## src/design/tchac_pkg.sv

```systemverilog
package tchac_pkg;
    localparam int unsigned CLK_MHZ       = 100;
    localparam int unsigned ACK_CRIT_US   = 140;
    localparam int unsigned ACK_CRIT_CYC  = ACK_CRIT_US * CLK_MHZ;
    localparam int unsigned ACK_STORE_US  = 100;
    localparam int unsigned ACK_STORE_CYC = ACK_STORE_US * CLK_MHZ;
    localparam int unsigned CNT_W         = 16;
    localparam int unsigned SMP_W         = 16;
    localparam int unsigned ACC_W         = 20;
    localparam int unsigned AVG_CNT_W     = 4;
    // Averaging depth select: 2, 4, 8 or 16 samples
    localparam logic [1:0]  AVG_SEL_2     = 2'h0;
    localparam logic [1:0]  AVG_SEL_4     = 2'h1;
    localparam logic [1:0]  AVG_SEL_8     = 2'h2;
    localparam logic [1:0]  AVG_SEL_16    = 2'h3;

    typedef enum logic [1:0] {
        TCHAC_IDLE      = 2'b00,
        TCHAC_CRIT      = 2'b01,
        TCHAC_STORE_ACK = 2'b10,
        TCHAC_STORE_BSY = 2'b11
    } tchac_state_e;
endpackage

```

## src/design/tchac_avg.sv

```systemverilog
`timescale 1ns/100ps
`default_nettype none
module tchac_avg
    import tchac_pkg::*;
(
    input  wire logic             clk_sys,
    input  wire logic             rst,
    input  wire logic             in_valid,
    input  wire logic [SMP_W-1:0] in_data,
    input  wire logic             avg_en,
    input  wire logic [1:0]       avg_sel,
    output logic                  out_valid,
    output logic [SMP_W-1:0]      out_data
);
    typedef struct packed {
        logic [AVG_CNT_W-1:0] cnt;
        logic [ACC_W-1:0]     acc;
        logic [1:0]           sel;
        logic                 vld;
        logic [SMP_W-1:0]     dat;
    } tchac_avg_s;

    tchac_avg_s q;
    tchac_avg_s d;
    logic [AVG_CNT_W-1:0] last;
    logic [ACC_W-1:0]     sum;

    always_comb begin
        case (q.sel)
            AVG_SEL_2:  last = 4'h1;
            AVG_SEL_4:  last = 4'h3;
            AVG_SEL_8:  last = 4'h7;
            default:    last = 4'hf;
        endcase
        sum = q.acc + {{(ACC_W-SMP_W){1'b0}}, in_data};
        d = q;
        d.vld = 1'b0;
        d.sel = avg_sel;
        if (!avg_en) begin
            d.cnt = '0;
            d.acc = '0;
            d.vld = in_valid;
            if (in_valid) begin
                d.dat = in_data;
            end
        end else if (avg_sel != q.sel) begin
            // Depth changed mid-window: restart rather than mix depths
            d.cnt = '0;
            d.acc = '0;
        end else if (in_valid) begin
            if (q.cnt == last) begin
                d.vld = 1'b1;
                d.cnt = '0;
                d.acc = '0;
                case (q.sel)
                    AVG_SEL_2:  d.dat = sum[SMP_W:1];
                    AVG_SEL_4:  d.dat = sum[SMP_W+1:2];
                    AVG_SEL_8:  d.dat = sum[SMP_W+2:3];
                    default:    d.dat = sum[SMP_W+3:4];
                endcase
            end else begin
                d.cnt = q.cnt + 4'h1;
                d.acc = sum;
            end
        end
    end

    always_ff @(posedge clk_sys) begin
        if (rst) begin
            q <= '0;
        end else begin
            q <= d;
        end
    end

    assign out_valid = q.vld;
    assign out_data  = q.dat;
endmodule
`default_nettype wire

```

## src/design/tchac_top.sv

```systemverilog
`timescale 1ns/100ps
`default_nettype none
module tchac_top
    import tchac_pkg::*;
#(
    parameter int unsigned CRIT_LIMIT  = ACK_CRIT_CYC,
    parameter int unsigned STORE_LIMIT = ACK_STORE_CYC
) (
    input  wire logic             clk_sys,
    input  wire logic             rst,
    input  wire logic             req_valid,
    input  wire logic             req_store,
    input  wire logic             svc_done,
    input  wire logic             nvm_done,
    input  wire logic             bus_active,
    input  wire logic             scan_start,
    input  wire logic             sample_valid,
    input  wire logic [SMP_W-1:0] sample_raw,
    input  wire logic             avg_en,
    input  wire logic [1:0]       avg_sel,
    input  wire logic             drop_en,
    output logic                  ack,
    output logic                  nack,
    output logic                  nvm_start,
    output logic                  store_busy,
    output logic                  dropped,
    output logic                  out_valid,
    output logic [SMP_W-1:0]      out_data
);
    localparam logic [CNT_W-1:0] CRIT_LAST = CNT_W'(CRIT_LIMIT - 1);

    typedef struct packed {
        tchac_state_e     st;
        logic [CNT_W-1:0] cnt;
        logic             ack;
        logic             nack;
        logic             nvm_start;
        logic             busy;
        logic             in_scan;
        logic             dirty;
        logic             dropped;
        logic             fvld;
        logic [SMP_W-1:0] fdat;
    } tchac_top_s;

    tchac_top_s q;
    tchac_top_s d;
    logic       hit;

    always_comb begin
        d = q;
        d.ack       = 1'b0;
        d.nack      = 1'b0;
        d.nvm_start = 1'b0;
        d.dropped   = 1'b0;
        d.fvld      = 1'b0;
        case (q.st)
            TCHAC_IDLE: begin
                d.cnt = '0;
                if (req_valid && req_store) begin
                    d.st        = TCHAC_STORE_ACK;
                    d.nvm_start = 1'b1;
                    d.busy      = 1'b1;
                end else if (req_valid) begin
                    d.st = TCHAC_CRIT;
                end
            end
            TCHAC_CRIT: begin
                d.nack = req_valid;
                d.cnt  = q.cnt + 16'h0001;
                // Service late: ack anyway so the host is never held past the bound
                if (svc_done || q.cnt == CRIT_LAST) begin
                    d.ack = 1'b1;
                    d.st  = TCHAC_IDLE;
                end
            end
            TCHAC_STORE_ACK: begin
                d.nack = req_valid;
                d.ack  = 1'b1;
                d.st   = TCHAC_STORE_BSY;
            end
            TCHAC_STORE_BSY: begin
                // Refusal holds even in the cycle the write completes
                d.nack = req_valid;
                if (nvm_done) begin
                    d.busy = 1'b0;
                    d.st   = TCHAC_IDLE;
                end
            end
            default: begin
                d.st   = TCHAC_IDLE;
                d.busy = 1'b0;
            end
        endcase

        // Bus traffic in the scan's first cycle counts as during the scan
        hit = q.dirty || bus_active;
        if (scan_start) begin
            d.in_scan = 1'b1;
            d.dirty   = bus_active;
        end else if (q.in_scan && bus_active) begin
            d.dirty = 1'b1;
        end
        if (sample_valid) begin
            d.in_scan = 1'b0;
            d.dirty   = 1'b0;
            if (drop_en && (q.in_scan || scan_start) && hit) begin
                d.dropped = 1'b1;
            end else begin
                d.fvld = 1'b1;
                d.fdat = sample_raw;
            end
        end
    end

    always_ff @(posedge clk_sys) begin
        if (rst) begin
            q <= '0;
        end else begin
            q <= d;
        end
    end

    tchac_avg u_avg (
        .clk_sys   (clk_sys),
        .rst       (rst),
        .in_valid  (q.fvld),
        .in_data   (q.fdat),
        .avg_en    (avg_en),
        .avg_sel   (avg_sel),
        .out_valid (out_valid),
        .out_data  (out_data)
    );

    assign ack        = q.ack;
    assign nack       = q.nack;
    assign nvm_start  = q.nvm_start;
    assign store_busy = q.busy;
    assign dropped    = q.dropped;
endmodule
`default_nettype wire

```

## config.mk

```make
export PLATFORM = sky130hd
export DESIGN_NAME = tchac_top
export DESIGN_NICKNAME = d
export VERILOG_FILES = /design/src/design/tchac_pkg.sv /design/src/design/tchac_avg.sv /design/src/design/tchac_top.sv
export SDC_FILE = /design/constraint.sdc
export NUM_CORES = 1
export LEC_CHECK = 0
export BUFFER_PORTS_ARGS = -buffer_cell sky130_fd_sc_hd__buf_2
export CORE_MARGIN = 3
export CORE_UTILIZATION = 41
export DETAILED_ROUTE_END_ITERATION = 10
export PLACE_DENSITY = 0.64
export SKIP_LAST_GASP = 1
export SLEW_MARGIN = 25
export SYNTH_ARGS = -nofsm -noshare
export SYNTH_HDL_FRONTEND = slang
export SYNTH_HIERARCHICAL = 1
export SYNTH_SLANG_ARGS = --single-unit
```

## constraint.sdc

```tcl
create_clock -name clk_sys -period 4.11 [get_ports clk_sys]
set_input_delay 0.822 -clock clk_sys [delete_from_list [all_inputs] [get_ports clk_sys]]
set_output_delay 0.822 -clock clk_sys [all_outputs]
set_load 0.05 [all_outputs]
```

==> impl_metrics.ini <==
[global_routing]
busiest_layer = met2
antenna_found_initial = 0
met1_usage_pct = 27.12
grt_use_met3_pct = 3.445
grt_pass1_vias = 4654
gr-usage-met2_pct = 34.56
grt-ovfl-total = 0
grt_pass1_wl_um = 23940
grt_max_degree = 56
grt.total_usage_pct = 21.10

[clocking]
clkSinkCount = 85
postCtsSetupRepairBufs = 0
cts_buffer_depth = 2
clockRootBuffer = clkbuf_16
path_clk_slew_ps = 60
cts_resized = 0
cts_hold_buf = 0
cts_tree = done
numCtsBuffers = 9
cts_htree_levels = 3
clk_latency_ps = 340

[timing]
slew_violations = 0
rsz0062_at_grt = false
hold_ws_ps = 469.2
relSlewSlack_pct = 39.63
setup_viol = 0
fin_crit_sh_pct = 75.77
final.setup.tns_ps = 0
worstMarginPinSlew_ps = 902.3
period_minus_slack_ps = 3114
skew_ps = 4.125
finalHoldViolations = 0
fmaxAchievable_mhz = 321.1

[setup_path]
crit_path_start_kind = flip-flop
crit_arrival_ps = 3350
crit_type = reg2reg
rrSetupSlack_ps = 1000
slowest_stage = dfxtp_1
path_delay_family = compound AO/OA/AOI/OAI gates
crit_path_max_fanout = 17
path_cells = nor2b_1, a311oi_2, a211oi_4, a21o_1, nand2_1, a22oi_1, nor2_1, a31o_2
critPathMaxStageDelay_ps = 730
cp-end-kind = flip-flop
required_ps = 4340
critPathBufInv = 0

[detailed_routing]
drt_drc_violations_left = 0
via_per_inst = 5.852
vias = 4916
drtPass1Iterations = 5
routed_wl_um = 14870
drtIter0Drc = 344
ant_nets = 0
wl_per_cell_um = 17.70

[placement]
post-dp-hpwl_um = 10880
placed_area_sq_um = 5431
port_buffers = 50
place.gp.congestion = 0.9993

[synth]
ys_types = 71
synth_edf_count = 0
async_flop_share_pct = 0
synthXorXnorAreaFrac_pct = 3.199
synthSimpleGateAreaFrac_pct = 23.67
yosysWarnings = 6
muxShareOfSynthArea_pct = 5.004
seq_area_frac_synth_pct = 32.72
netlist_area_sq_um = 5201
yosys_most_used_dff = dfxtp_1
synthesis.nets = 705
syn_inst = 653
synth_compound_area_share_pct = 23.07
syn_area_per_cell_sq_um = 7.965
synthAdderAreaFrac_pct = 5.677
synth_top_family_by_area = simple AND/OR/NAND/NOR gates
ys_seq_elements = 85

[cells_and_area]
nets = 719
stdcell_area_sq_um = 5712
areaGrowthSynthToFinish_pct = 9.815
drive_above_1_share_pct = 14.58
diodes = 0

[min_path]
min_path_type = reg2reg

[pwr]
vdd_drop_max_mv = 0.2884
p_leak_nw = 2.209
power.density_nw_per_um2 = 368.8

[run]
cap_violations = 0

[status]
status = finished clean

[floorplan]
core-area_sq_um = 12210
die_w_um = 118.6
die_y_um = 118.6
boundaryPins = 51
fp.dieArea_sq_um = 14070
start_util_pct = 42.59
core.rowCount = 40
[registers in the layout (all words and copies together), names as in the netlist]
signal / flops
ack: 1
dropped: 1
nack: 1
nvm_start: 1
q: 37
store_busy: 1
u_avg/out_data: 16
u_avg/out_valid: 1
u_avg/q: 26
[worst reg2reg max path: stages (launching register included)]
cell and delay, ps:
dfxtp_1 730, nor2b_1 340, a311oi_2 180, a211oi_4 440
a21o_1 210, nand2_1 430, a22oi_1 340, nor2_1 90
a31o_2 240
[path summary, 6_finish.rpt]
path	startpoint	to	cells past startpoint
setup / recovery	u_avg/q[18]$_SDFF_PP0_	u_avg/out_data[15]$_SDFFE_PP0P_	8
hold / removal	u_avg/q[19]$_SDFFE_PP0P_	u_avg/q[19]$_SDFFE_PP0P_	2
setup reg to reg	u_avg/q[18]$_SDFF_PP0_	u_avg/out_data[15]$_SDFFE_PP0P_	8
hold reg to reg	u_avg/q[19]$_SDFFE_PP0P_	u_avg/q[19]$_SDFFE_PP0P_	2
[power by group]
group          switching (W)  internal (W)  total (W)
logic               0.000302      0.000144   0.000445
registers          0.0000348      0.000863   0.000898
clock network       0.000321      0.000442   0.000763
[stage by stage]
stage	total power [W]	util (%)	setup WS, ps	std cells
2_1_floorplan	0.001242	-	1478	653
3_3_place_gp	0.001345	44.48	1044	824
3_5_place_dp	0.001355	44.48	1063	824
4_1_cts	0.002120	46.77	1036	840
5_1_grt	0.002205	46.77	881.7	840
6_report	0.002106	46.77	995.7	840
[cell usage in the layout (no fill, tap or decap), types with 5 or more instances in the layout]
| cell | synthesis | layout |
|---|---|---|
| xor2_1 | 9 | 9 |
| buf_2 | 7 | 50 |
| nand2_1 | 76 | 76 |
| clkbuf_16 | 0 | 9 |
| nor3_1 | 16 | 16 |
| nand2b_1 | 7 | 7 |
| dfxtp_1 | 85 | 85 |
| nor2b_1 | 7 | 7 |
| ha_1 | 22 | 22 |
| xnor2_1 | 10 | 10 |
| o21ai_0 | 30 | 30 |
| a21o_1 | 7 | 7 |
| nand3_1 | 21 | 21 |
| a221oi_1 | 7 | 7 |
| or2_2 | 7 | 7 |
| and3_1 | 11 | 11 |
| and2_1 | 5 | 5 |
| o211ai_1 | 5 | 5 |
| mux2i_1 | 11 | 11 |
| a311oi_1 | 8 | 8 |
| nor2_1 | 73 | 73 |
| a22oi_1 | 15 | 15 |
| inv_1 | 22 | 22 |
| nand4_1 | 10 | 10 |
| a211oi_1 | 5 | 5 |
| a21oi_1 | 57 | 57 |
[logic make-up after synthesis]
| kind of cell | count (synthesis) |
|---|---|
| buffers and inverters | 74 |
| AND/OR/NAND/NOR | 255 |
| XOR/XNOR | 19 |
| flip-flops | 85 |
| adder cells (fa/ha/maj) | 23 |
| AO/OA/AOI/OAI | 177 |
| multiplexers | 20 |
[layer usage]
layer,up-vias,wire (um)
li1,2379,-
met1,2332,6432
met2,174,7098
met3,31,944
met4,0,393
met5,-,0
[Yosys cell counts (all sizes together), types with 7 or more instances]
cell    number  area [sq um]
a221oi       7         61.31
clkbuf      27         101.4
and3        13         87.59
or2          7         43.79
nand4       10         62.56
nor2b        8         57.55
o21ai       30         150.1
buf         24         158.9
nor2        74         280.3
xnor2       10         87.58
ha          22         275.3
a22oi       15         112.6
nand2       76         285.3
dfxtp       85          1702
a21oi       57         285.3
xor2         9         78.83
a311oi      10         100.1
inv         22         82.58
a21o         7         52.55
nand3       21         105.1
mux2i       11         110.1
nand2b       7         43.79
nor3        16         80.08
[layout make-up]
class                   instances  area (sq um)
clock buffers                  13         260.3
clock inverters                 3         20.02
fillers                      1235          6500
inverters                      23         86.33
multi-input cells             494          3153
flip-flops and latches         85          1702
well taps                     168         210.2
repair buffers                 54         280.3
(Power assumes the default switching activity.)
